## src/rtl/wdm_pkg.sv

```systemverilog
// Package: constants, types and helpers of the watchdog mode control block
package wdm_pkg;

  // Location of the mode register in the expanded register file
  localparam logic [3:0] MODE_REG_BANK = 4'hf;
  localparam logic [7:0] MODE_REG_ADDR = 8'h0f;

  // Field positions inside the mode register
  localparam int TAP_LSB = 0;
  localparam int TAP_MSB = 1;
  localparam int HALT_BIT = 2;
  localparam int STOP_BIT = 3;
  localparam int SRC_BIT = 4;

  // Reset values of the mode fields
  localparam logic [1:0] TAP_RST = 2'h1;
  localparam logic HALT_RST = 1'b1;
  localparam logic STOP_RST = 1'b1;
  localparam logic SRC_RST = 1'b0;

  // Write window length in processor cycles
  localparam logic [6:0] WIN_CYCLES = 7'h40;

  // Time-out taps on the internal oscillator, in ms
  localparam int TAP0_MS = 5;
  localparam int TAP1_MS = 15;
  localparam int TAP2_MS = 25;
  localparam int TAP3_MS = 100;

  // Time-out taps on the RC clock, in clock periods
  localparam logic [23:0] TAP0_RC = 24'h000200;
  localparam logic [23:0] TAP1_RC = 24'h000400;
  localparam logic [23:0] TAP2_RC = 24'h000800;
  localparam logic [23:0] TAP3_RC = 24'h002000;

  // Power-on hold when the time base is the default core clock
  localparam int CLK_MHZ = 250;
  localparam int POR_HOLD_MS = 1500;
  localparam int unsigned POR_HOLD_CYC =
    32'(64'(POR_HOLD_MS) * 64'd1000 * 64'(CLK_MHZ));

  // Width of the watchdog and recovery counter chain
  localparam int CNT_W = 24;

  typedef enum logic [1:0] {
    ST_POR_HOLD = 2'b00,
    ST_RECOVER = 2'b01,
    ST_RUN = 2'b10
  } wdm_state_e;

  typedef struct packed {
    logic src;
    logic stop_act;
    logic halt_act;
    logic [1:0] tap;
  } wdm_mode_s;

  typedef struct packed {
    logic en;
    logic [3:0] bank;
    logic [7:0] addr;
    logic [7:0] data;
  } wdm_wr_s;

  typedef struct packed {
    logic [CNT_W-1:0] value;
  } wdm_cnt_s;

  typedef struct packed {
    wdm_state_e state;
    wdm_mode_s mode;
    logic [6:0] win_cnt;
    logic wdt_on;
    logic [31:0] hold_cnt;
    logic [2:0] rc_sync;
    logic [2:0] osc_sync;
    logic [1:0] vcc_sync;
    logic core_reset;
    logic timeout;
    logic rc_only_stop;
    logic win_open;
    logic [7:0] rd_data;
  } wdm_top_s;

  // Terminal count of a tap for the selected source
  function automatic logic [CNT_W-1:0] tap_limit(input logic [1:0] tap,
                                                 input logic src,
                                                 input logic [15:0] khz);
    logic [CNT_W-1:0] lim;
    lim = TAP0_RC;
    case (tap)
      2'h0: lim = src ? TAP0_RC : CNT_W'(TAP0_MS * int'(khz));
      2'h1: lim = src ? TAP1_RC : CNT_W'(TAP1_MS * int'(khz));
      2'h2: lim = src ? TAP2_RC : CNT_W'(TAP2_MS * int'(khz));
      default: lim = src ? TAP3_RC : CNT_W'(TAP3_MS * int'(khz));
    endcase
    return lim;
  endfunction

endpackage

```

## src/rtl/wdm_counter.sv

```systemverilog
// Shared watchdog and recovery counter chain
`timescale 1ns/1ps
`default_nettype none
module wdm_counter (
  input wire logic ref_clk,
  input wire logic rst,
  input wire logic clr,
  input wire logic inc,
  output logic [wdm_pkg::CNT_W-1:0] count
);

  wdm_pkg::wdm_cnt_s cur_ff;
  wdm_pkg::wdm_cnt_s nxt_cnt;

  // Clear beats increment so a restart always starts at zero
  always_comb begin
    nxt_cnt = cur_ff;
    if (clr) begin
      nxt_cnt.value = '0;
    end else if (inc) begin
      nxt_cnt.value = cur_ff.value + 1'b1;
    end
  end

  always_ff @(posedge ref_clk) begin
    if (rst) begin
      cur_ff <= '0;
    end else begin
      cur_ff <= nxt_cnt;
    end
  end

  assign count = cur_ff.value;

endmodule // wdm_counter
`default_nettype wire

```

## src/rtl/wdm_top.sv

```systemverilog
// Watchdog mode register, watchdog timer and reset timing
// Behaviour
// - Tap field picks time-out per clock source
// - HALT-activity bit keeps counting, resets to one
// - STOP-activity bit keeps counting, resets to one
// - STOP-activity and source bits set: RC clocks only watchdog
// - Source bit selects RC for watchdog and recovery timing
// - Writes accepted only in 64-cycle window
// - Mode register at 0FH bank F, write-only
// - Bits five to seven ignored
// - Low supply holds global reset
// - Time-base default holds first instruction 1.5 s
// - Retriggerable one-shot, terminal count resets core
// - Chain never clocked from time base
`timescale 1ns/1ps
`default_nettype none
module wdm_top #(
  parameter logic TIME_BASE_DEFAULT = 1'b0,
  parameter logic [15:0] WDT_OSC_KHZ = 16'h0080,
  parameter int unsigned POR_HOLD_CYCLES = wdm_pkg::POR_HOLD_CYC
) (
  input wire logic ref_clk,
  input wire logic rst,
  input wire wdm_pkg::wdm_wr_s wr,
  input wire logic rd_en,
  input wire logic cpu_cycle,
  input wire logic wdt_instr,
  input wire logic halt_mode,
  input wire logic stop_mode,
  input wire logic stop_wake,
  input wire logic rc_clk_pin,
  input wire logic wdt_osc_pin,
  input wire logic vcc_low_pin,
  output logic core_reset,
  output logic wdt_timeout,
  output logic rc_only_in_stop,
  output logic wr_window_open,
  output logic [7:0] rd_data
);

  localparam wdm_pkg::wdm_state_e START_ST =
    TIME_BASE_DEFAULT ? wdm_pkg::ST_POR_HOLD : wdm_pkg::ST_RECOVER;

  localparam wdm_pkg::wdm_mode_s MODE_RST = '{
    src: wdm_pkg::SRC_RST,
    stop_act: wdm_pkg::STOP_RST,
    halt_act: wdm_pkg::HALT_RST,
    tap: wdm_pkg::TAP_RST
  };

  localparam wdm_pkg::wdm_top_s TOP_RST = '{
    state: START_ST,
    mode: MODE_RST,
    win_cnt: 7'h00,
    wdt_on: 1'b0,
    hold_cnt: 32'h0000_0000,
    rc_sync: 3'h0,
    osc_sync: 3'h0,
    vcc_sync: 2'h0,
    core_reset: 1'b1,
    timeout: 1'b0,
    rc_only_stop: 1'b0,
    win_open: 1'b0,
    rd_data: 8'h00
  };

  wdm_pkg::wdm_top_s cur_ff;
  wdm_pkg::wdm_top_s nxt_top;
  logic [wdm_pkg::CNT_W-1:0] cnt;
  logic cnt_clr;
  logic cnt_inc;
  logic rc_tick;
  logic osc_tick;
  logic src_tick;
  logic run_ok;
  logic reg_hit;
  logic [wdm_pkg::CNT_W-1:0] wdt_lim;
  logic [wdm_pkg::CNT_W-1:0] rec_lim;

  // One chain serves both recovery timing and the watchdog
  wdm_counter u_chain (
    .ref_clk(ref_clk),
    .rst(rst),
    .clr(cnt_clr),
    .inc(cnt_inc),
    .count(cnt)
  );

  // Next-state logic for the whole block
  always_comb begin
    nxt_top = cur_ff;
    cnt_clr = 1'b0;
    cnt_inc = 1'b0;
    // Clock pins pass three flops, supply pin two; edge taken from the second and third
    nxt_top.rc_sync = {cur_ff.rc_sync[1:0], rc_clk_pin};
    nxt_top.osc_sync = {cur_ff.osc_sync[1:0], wdt_osc_pin};
    nxt_top.vcc_sync = {cur_ff.vcc_sync[0], vcc_low_pin};
    rc_tick = cur_ff.rc_sync[1] & ~cur_ff.rc_sync[2];
    osc_tick = cur_ff.osc_sync[1] & ~cur_ff.osc_sync[2];
    // Only the oscillator or RC may clock the chain
    src_tick = cur_ff.mode.src ? rc_tick : osc_tick;
    run_ok = ~(halt_mode & ~cur_ff.mode.halt_act) &
             ~(stop_mode & ~cur_ff.mode.stop_act);
    wdt_lim = wdm_pkg::tap_limit(cur_ff.mode.tap, cur_ff.mode.src,
                                 WDT_OSC_KHZ);
    rec_lim = wdm_pkg::tap_limit(2'h0, cur_ff.mode.src, WDT_OSC_KHZ);
    reg_hit = wr.en && wr.bank == wdm_pkg::MODE_REG_BANK &&
              wr.addr == wdm_pkg::MODE_REG_ADDR;
    nxt_top.timeout = 1'b0;
    case (cur_ff.state)
      wdm_pkg::ST_POR_HOLD: begin
        cnt_clr = 1'b1;
        // Counted on the core clock, not on the chain
        if (cur_ff.hold_cnt >= 32'(POR_HOLD_CYCLES - 1)) begin
          nxt_top.state = wdm_pkg::ST_RUN;
          nxt_top.hold_cnt = 32'h0000_0000;
        end else begin
          nxt_top.hold_cnt = cur_ff.hold_cnt + 32'h0000_0001;
        end
      end
      wdm_pkg::ST_RECOVER: begin
        cnt_inc = src_tick;
        if (src_tick && cnt >= rec_lim - 1'b1) begin
          nxt_top.state = wdm_pkg::ST_RUN;
          cnt_clr = 1'b1;
        end
      end
      wdm_pkg::ST_RUN: begin
        // Window counts processor cycles from the first instruction
        if (cpu_cycle && cur_ff.win_cnt < wdm_pkg::WIN_CYCLES) begin
          nxt_top.win_cnt = cur_ff.win_cnt + 7'h01;
        end
        if (reg_hit && cur_ff.win_open) begin
          // Upper bits dropped, they steer nothing
          nxt_top.mode.tap = wr.data[wdm_pkg::TAP_MSB:wdm_pkg::TAP_LSB];
          nxt_top.mode.halt_act = wr.data[wdm_pkg::HALT_BIT];
          nxt_top.mode.stop_act = wr.data[wdm_pkg::STOP_BIT];
          nxt_top.mode.src = wr.data[wdm_pkg::SRC_BIT];
        end
        cnt_inc = cur_ff.wdt_on & src_tick & run_ok;
        if (wdt_instr) begin
          // Start or restart; wins over a same-cycle terminal count
          nxt_top.wdt_on = 1'b1;
          cnt_clr = 1'b1;
        end else if (cnt_inc && cnt >= wdt_lim - 1'b1) begin
          nxt_top.state = wdm_pkg::ST_RECOVER;
          nxt_top.wdt_on = 1'b0;
          nxt_top.mode = MODE_RST;
          nxt_top.timeout = 1'b1;
          cnt_clr = 1'b1;
        end
      end
      default: begin
        nxt_top.state = wdm_pkg::ST_RECOVER;
        cnt_clr = 1'b1;
      end
    endcase
    // Stop recovery restarts timing but keeps the mode settings
    if (stop_wake) begin
      nxt_top.state = wdm_pkg::ST_RECOVER;
      nxt_top.wdt_on = 1'b0;
      cnt_clr = 1'b1;
    end
    // Low supply re-enters recovery every cycle it lasts
    if (cur_ff.vcc_sync[1]) begin
      nxt_top.state = wdm_pkg::ST_RECOVER;
      nxt_top.wdt_on = 1'b0;
      cnt_clr = 1'b1;
    end
    if (nxt_top.state != wdm_pkg::ST_RUN) begin
      nxt_top.win_cnt = 7'h00;
    end
    nxt_top.core_reset = nxt_top.state != wdm_pkg::ST_RUN;
    nxt_top.win_open = nxt_top.state == wdm_pkg::ST_RUN &&
                       nxt_top.win_cnt < wdm_pkg::WIN_CYCLES;
    // Gates the RC clock to the watchdog alone while stopped
    nxt_top.rc_only_stop = stop_mode & nxt_top.mode.stop_act &
                           nxt_top.mode.src;
    // Register never returns its contents
    nxt_top.rd_data = rd_en ? 8'h00 : 8'h00;
  end

  // Single state register; reset covers power-on
  always_ff @(posedge ref_clk) begin
    if (rst) begin
      cur_ff <= TOP_RST;
    end else begin
      cur_ff <= nxt_top;
    end
  end

  assign core_reset = cur_ff.core_reset;
  assign wdt_timeout = cur_ff.timeout;
  assign rc_only_in_stop = cur_ff.rc_only_stop;
  assign wr_window_open = cur_ff.win_open;
  assign rd_data = cur_ff.rd_data;

endmodule // wdm_top
`default_nettype wire

```

## config.mk

```make
export PLATFORM = sky130hd
export DESIGN_NAME = wdm_top
export DESIGN_NICKNAME = d
export VERILOG_FILES = /design/src/rtl/wdm_pkg.sv /design/src/rtl/wdm_counter.sv /design/src/rtl/wdm_top.sv
export SDC_FILE = /design/constraint.sdc
export NUM_CORES = 1
export LEC_CHECK = 0
export BUFFER_PORTS_ARGS = -buffer_cell sky130_fd_sc_hd__buf_2
export CORE_MARGIN = 3
export CORE_UTILIZATION = 25
export CTS_CLUSTER_DIAMETER = 100
export DETAILED_ROUTE_END_ITERATION = 8
export GPL_ROUTABILITY_DRIVEN = 0
export PLACE_DENSITY_LB_ADDON = 0.15
export SETUP_SLACK_MARGIN = 0.15
export SLEW_MARGIN = 20
export SYNTH_ARGS = -nofsm -noshare
export SYNTH_HDL_FRONTEND = slang
export SYNTH_HIERARCHICAL = 1
export SYNTH_SLANG_ARGS = --single-unit
```

## constraint.sdc

```tcl
create_clock -name ref_clk -period 9.6 [get_ports ref_clk]
set_input_delay 1.92 -clock ref_clk [delete_from_list [all_inputs] [get_ports ref_clk]]
set_output_delay 1.92 -clock ref_clk [all_outputs]
set_load 0.01 [all_outputs]
```

Word level (Yosys, flattened, before mapping)
Cells that the tools add are included.
{"block": "word_totals", "ram_bits": 0, "input_bits": 32, "word_cells": 92, "output_inout_bits": 12, "latchBits": 0, "memories": 0, "reg_bits": 91, "mem_bits_ro": 0}
{"block": "op_classes", "n_lt_le_gt_ge": 5, "n_mul": 0, "bitwise_logic": 16, "div_mod_pow": 0, "add_sub_neg": 5, "reduce_logical": 14, "mux": 27, "n_eq_ne": 8, "shift": 0}
{"cell": "greater-or-equal comparator 24 bit", "n": 2}
{"cell": "case mux 14 bit (3 select lines)", "n": 1}
{"cell": "adder 32 x 1 -> 32 bit (second input constant)", "n": 1}
{"cell": "greater-or-equal comparator 32 x 29 -> 1 bit (second input constant)", "n": 1}
{"cell": "2-to-1 mux 32 bit", "n": 1}
{"cell": "2-to-1 mux 7 bit", "n": 4}
{"cell": "2-to-1 mux 13 bit", "n": 2}
{"cell": "adder 24 x 1 -> 24 bit (second input constant)", "n": 1}
{"cell": "subtractor 24 x 1 -> 24 bit (second input constant)", "n": 1}
{"cell": "< comparator 7 bit (second input constant)", "n": 2}
{"cell": "2-to-1 mux 11 bit", "n": 1}
{"cell": "subtractor 10 x 1 -> 11 bit (second input constant)", "n": 1}
{"cell": "2-to-1 mux 10 bit", "n": 1}
{"cell": "AND 1 bit", "n": 9}
{"cell": "equality test 8 x 4 -> 1 bit (second input constant)", "n": 1}
{"cell": "2-to-1 mux 1 bit", "n": 8}
{"cell": "2-to-1 mux 2 bit", "n": 4}
{"cell": "2-to-1 mux 8 bit", "n": 1}
{"cell": "adder 7 x 1 -> 7 bit (second input constant)", "n": 1}
{"cell": "logical AND 1 bit", "n": 7}
{"cell": "NOT 1 bit", "n": 7}
{"cell": "equality test 2 bit (second input constant)", "n": 3}
{"cell": "case mux 2 bit (3 select lines)", "n": 1}
{"cell": "OR reduction 3 bit", "n": 2}
{"cell": "other kinds (9)", "n": 12}

Logic depth before layout (Yosys ltp)
{"block": "logic_depth", "word_depth": 15, "depth_mapped": 16}

Hierarchy
Netlist, hierarchy kept.
{"mod": "wdm_top", "cells_each": 375, "instances": 1, "area_each_um2": 3254.4, "seq_area_each_um2": 1181.1}
{"mod": "wdm_counter", "cells_each": 124, "instances": 1, "area_each_um2": 1118.6, "seq_area_each_um2": 480.5}

Least setup slack after synthesis
OpenSTA, ideal clock, no wires.
{"block": "synth_path", "path_type": "input-to-reg", "start": "in stop_mode", "end": "reg u_chain.cur_ff (netlist bit u_chain/count[17])", "t_arrival_ns": 3.577, "path_slack_ns": 5.953, "setup_ns": 0.070, "path_stages": 10, "path_cell_list": "inv_1 -> o221ai_1 -> nor2_1 -> o211a_1 -> and4_1 -> buf_6 -> nand3_4 -> buf_6 -> or4_1 -> a21oi_1"}
{"block": "synth_between", "elab_cells_between_ends": 12}
{"item": "from (decl)", "line_no": "wdm_top.sv:29", "text": "input wire logic stop_mode,"}
{"item": "AND 1 bit", "line_no": "wdm_top.sv:103", "text": "~(stop_mode & ~cur_ff.mode.stop_act);"}
{"item": "NOT 1 bit", "line_no": "wdm_top.sv:103"}
{"item": "AND 1 bit", "line_no": "wdm_top.sv:102", "text": "run_ok = ~(halt_mode & ~cur_ff.mode.halt_act) &"}
{"item": "AND 1 bit", "line_no": "wdm_top.sv:140", "text": "cnt_inc = cur_ff.wdt_on & src_tick & run_ok;"}
{"item": "case mux 1 bit (2 select lines)", "line_no": "wdm_top.sv:110", "text": "case (cur_ff.state)"}
{"item": "via cnt_inc", "line_no": "wdm_top.sv:71", "text": "logic cnt_inc;"}
{"item": "to (signal assigned)", "line_no": "wdm_counter.sv:29", "text": "cur_ff <= nxt_cnt;"}
{"item": "to (decl)", "line_no": "wdm_counter.sv:12", "text": "wdm_pkg::wdm_cnt_s cur_ff;"}
The timed path passes the listed nets, and every way through them passes these cells.
A chain may end at the register's enable or synchronous reset.

Worst setup path after layout
{"block": "layout_path", "start": "in stop_mode", "end": "reg u_chain.cur_ff (netlist bit u_chain/count[23])"}
The elaborated chain is that of the path after synthesis.

==> results.sh <==
export IMPL_outcome="complete, no violations"
export IMPL_fmax_ghz=0.268
export IMPL_port_buffers=31
export IMPL_htreeDepth=3
export IMPL_ir_drop_mv=0.0896
export IMPL_wirelength_um=9970
export IMPL_via_per_inst=4.78
export IMPL_synth_area_sq_um=4370
export IMPL_path_buf_inv=2
export IMPL_yosys_area_share_adder=0.0687
export IMPL_start_util=0.259
export IMPL_min_path_type="reg2reg"
export IMPL_top_layer_used="met4"
export IMPL_first_global_vias=3478
export IMPL_reg2reg_from="cur_ff[64]"
export IMPL_die_height_um=138
export IMPL_drive_gt1_frac=0.116
export IMPL_grt_overflow_total=0
export IMPL_tritoncts="done"
export IMPL_wl_per_cell_um=13.2
export IMPL_synthTopCellsByArea="dfxtp_1, ha_1, xor2_1"
export IMPL_synthMuxAreaShare=0.0114
export IMPL_synth_edf_count=0
export IMPL_synthCells=499
export IMPL_fin_setup_tns_ns=0
export IMPL_vias=3606
export IMPL_switching_share=0.221
export IMPL_clock_latency_ns=0.34
export IMPL_ys_flop_type="dfxtp_1"
export IMPL_hold_depth=1
export IMPL_die_area_sq_um=19100
export IMPL_r2r_end="u_chain/count[15]"
export IMPL_instances_no_fill=754
export IMPL_grt_start_max_net_pins=32
export IMPL_synth_top_family_by_area="simple AND/OR/NAND/NOR gates"
export IMPL_yosys_warnings=6
export IMPL_end_kind="register"
export IMPL_p_leak_nw=1.79
export IMPL_cp_cell_sequence="buf_2, inv_1, o221ai_1, nor2_1, o211a_1, and4_1, nand3_4, or4_1, a21oi_1"
export IMPL_fin_hold_ws_ns=0.438
export IMPL_synthArstFlopShare=0
export IMPL_fin_worst_skew_ns=0.00803
export IMPL_clkSlewWorstSetupHoldPaths_ns=0.07
export IMPL_routed_wl_met3_um=299
export IMPL_grt_total_usage=0.108
export IMPL_required_ns=9.87
export IMPL_crit_family="simple AND/OR/NAND/NOR gates"
export IMPL_synth_top_area_frac=0.380
export IMPL_clock_sinks=83
export IMPL_fin_crit_sh=0.388
export IMPL_yosys_area_top_type="dfxtp_1"
export IMPL_drc=0
export IMPL_slew_headroom=0.321
export IMPL_post_synth_num_cell_types=55
export IMPL_post_cts_setup_buffers=0
export IMPL_design_area_sq_um=5020
export IMPL_cts_buffer_depth=2
export IMPL_dpl_hpwl_um=7040
export IMPL_rsz0062_at_grt="false"
export IMPL_fp_dieW_um=138
export IMPL_worstPathArrival_ns=4.00
export IMPL_clkPwrFrac=0.497
export IMPL_cpPeakStageDelay_ns=0.55
export IMPL_pin_count=44
export IMPL_fillers=1784
export IMPL_post_place_cells=738
export IMPL_seq_power_share=0.479
export IMPL_cts_root_buf="clkbuf_16"
export IMPL_hold_buffers=0
export IMPL_drtIter0Drc=182
export IMPL_wl_met1_um=5080
export IMPL_cp_slowest_cell="or4_1"
export IMPL_coreArea_sq_um=16900
export IMPL_final_antenna_net_count=0
export IMPL_drv_slew=0
export IMPL_r2r_cells=12
export IMPL_rrSetupSlack_ns=6.19
export IMPL_syn_area_per_cell_sq_um=8.76
export IMPL_rows=47
export IMPL_synth_compound_area_share=0.126
export IMPL_dr_wl_met2_um=4510
export IMPL_holdCritStartpoint="cur_ff[14]"
export IMPL_drv_cap=0
export IMPL_setup_viol=0
export IMPL_cp_max_fo=12
export IMPL_area_delta_synth_final_pct=14.8
export IMPL_synth_seq_area_share=0.380
export IMPL_first_pass_iters=4
export IMPL_worst_slew_pin_slew_ns=1.02
export IMPL_placed_area_sq_um=4710
export IMPL_grt_first_pass_wirelength_um=17300
export IMPL_diodes=0
export IMPL_period_minus_slack_ns=3.73
export IMPL_yosys_area_share_simple=0.274
export IMPL_criticalPathCategory="in2reg"
export IMPL_nets=585
export IMPL_ctsResizeCount=0
export IMPL_antenna_found_initial=0
export IMPL_synth_xor_area_frac=0.0941
export IMPL_combPwrFrac=0.025
export IMPL_powerDensity_nw_per_um2=144
export IMPL_timing_hold_violations_final=0
export IMPL_switching_power_w=0.000160
export IMPL_ys_ff_latch=83
export IMPL_p_int_w=0.000563
export IMPL_cts_made_buffers=9
export IMPL_holdPathEnd="cur_ff[15]"
export IMPL_crit_path_start_kind="primary input"
## through the flow
stage	util	setup slack [ns]	power, W
floorplan	-	5.95	0.000366
global placement	0.279	5.54	0.000372
detailed placement	0.279	5.53	0.000372
CTS	0.297	5.90	0.000742
global route	0.297	5.66	0.000751
finish	0.297	5.87	0.000723
## sequential cells by signal, summed over array words and instances, names as in the netlist
register and count:
core_reset 1, cur_ff 55, rc_only_in_stop 1, u_chain/count 24, wdt_timeout 1, wr_window_open 1
## power groups by stage
| stage | clock [W] | sequential, W | combinational (W) |
|---|---|---|---|
| floorplan | 0 | 0.000354 | 0.0000122 |
| global placement | 0 | 0.000354 | 0.0000179 |
| detailed placement | 0 | 0.000354 | 0.0000181 |
| CTS | 0.000378 | 0.000346 | 0.0000181 |
| global route | 0.000385 | 0.000346 | 0.0000205 |
| finish | 0.000359 | 0.000346 | 0.0000178 |
## synth_stat cells, types with 5 or more instances
cell / count
o31ai_1: 11
ha_1: 24
mux2i_1: 5
nand4_1: 22
nor4_1: 10
nor2b_1: 11
and3_1: 8
inv_1: 14
o21ai_0: 11
nor2_1: 58
clkbuf_1: 10
a21oi_1: 22
buf_4: 9
nand2_1: 33
dfxtp_1: 83
xor2_1: 28
and4_1: 9
nor3_1: 9
and2_1: 5
xnor2_1: 19
a221oi_1: 7
nand3_1: 23
or4_1: 10
## metal layers
layer,GRT usage,vias up
li1,-,1855
met1,0.150,1697
met2,0.165,47
met3,0.0276,7
met4,0.0312,0
met5,0,-
## placed cells by master (no fill, tap or decap), types with 2 or more instances in the layout
cell type / instances
dfxtp_1: 83
nor2_1: 58
nand2_1: 33
buf_2: 31
xor2_1: 28
ha_1: 24
nand3_1: 23
a21oi_1: 22
nand4_1: 22
xnor2_1: 19
inv_1: 14
conb_1: 13
o21ai_0: 11
nor2b_1: 11
o31ai_1: 11
nor4_1: 10
or4_1: 10
nor3_1: 9
and4_1: 9
clkbuf_16: 9
and3_1: 8
a221oi_1: 7
and2_1: 5
mux2i_1: 5
nand3b_1: 4
a211oi_1: 4
a2111oi_0: 4
or3_1: 4
nand2b_1: 3
o21ai_1: 3
a31oi_1: 3
clkinv_4: 3
o211a_1: 2
a21o_1: 2
a31o_2: 2
o21ai_2: 2
or2_2: 2
## worst max path at each step
| stage | start | end | slack (ns) | depth (start not counted) |
|---|---|---|---|---|
| floorplan | stop_mode | u_chain/count[17] | 5.95 | 10 |
| global placement | stop_mode | u_chain/count[23] | 5.54 | 9 |
| detailed placement | stop_mode | u_chain/count[23] | 5.53 | 9 |
| CTS | stop_mode | u_chain/count[23] | 5.90 | 9 |
| global route | stop_mode | u_chain/count[15] | 5.66 | 9 |
| finish | stop_mode | u_chain/count[23] | 5.87 | 9 |
## cells by family after synthesis
family / Yosys count
adders and majority gates: 24
other: 2
DFF: 83
muxes: 5
and+or+nand+nor: 220
AOI/OAI and AO/OA: 81
buffers and inverters: 37
xor gates and xnor gates: 47
## layout make-up
class	count	area, sq um	area share
inverters	14	52.6	0.0105
repair buffers	31	155	0.0309
clock buffers	10	239	0.0476
multi-input cells	390	2560	0.511
clock inverters	6	72.6	0.0145
well taps	220	275	0.0548
flip-flops and latches	83	1660	0.331
(Power assumes the default switching activity.)
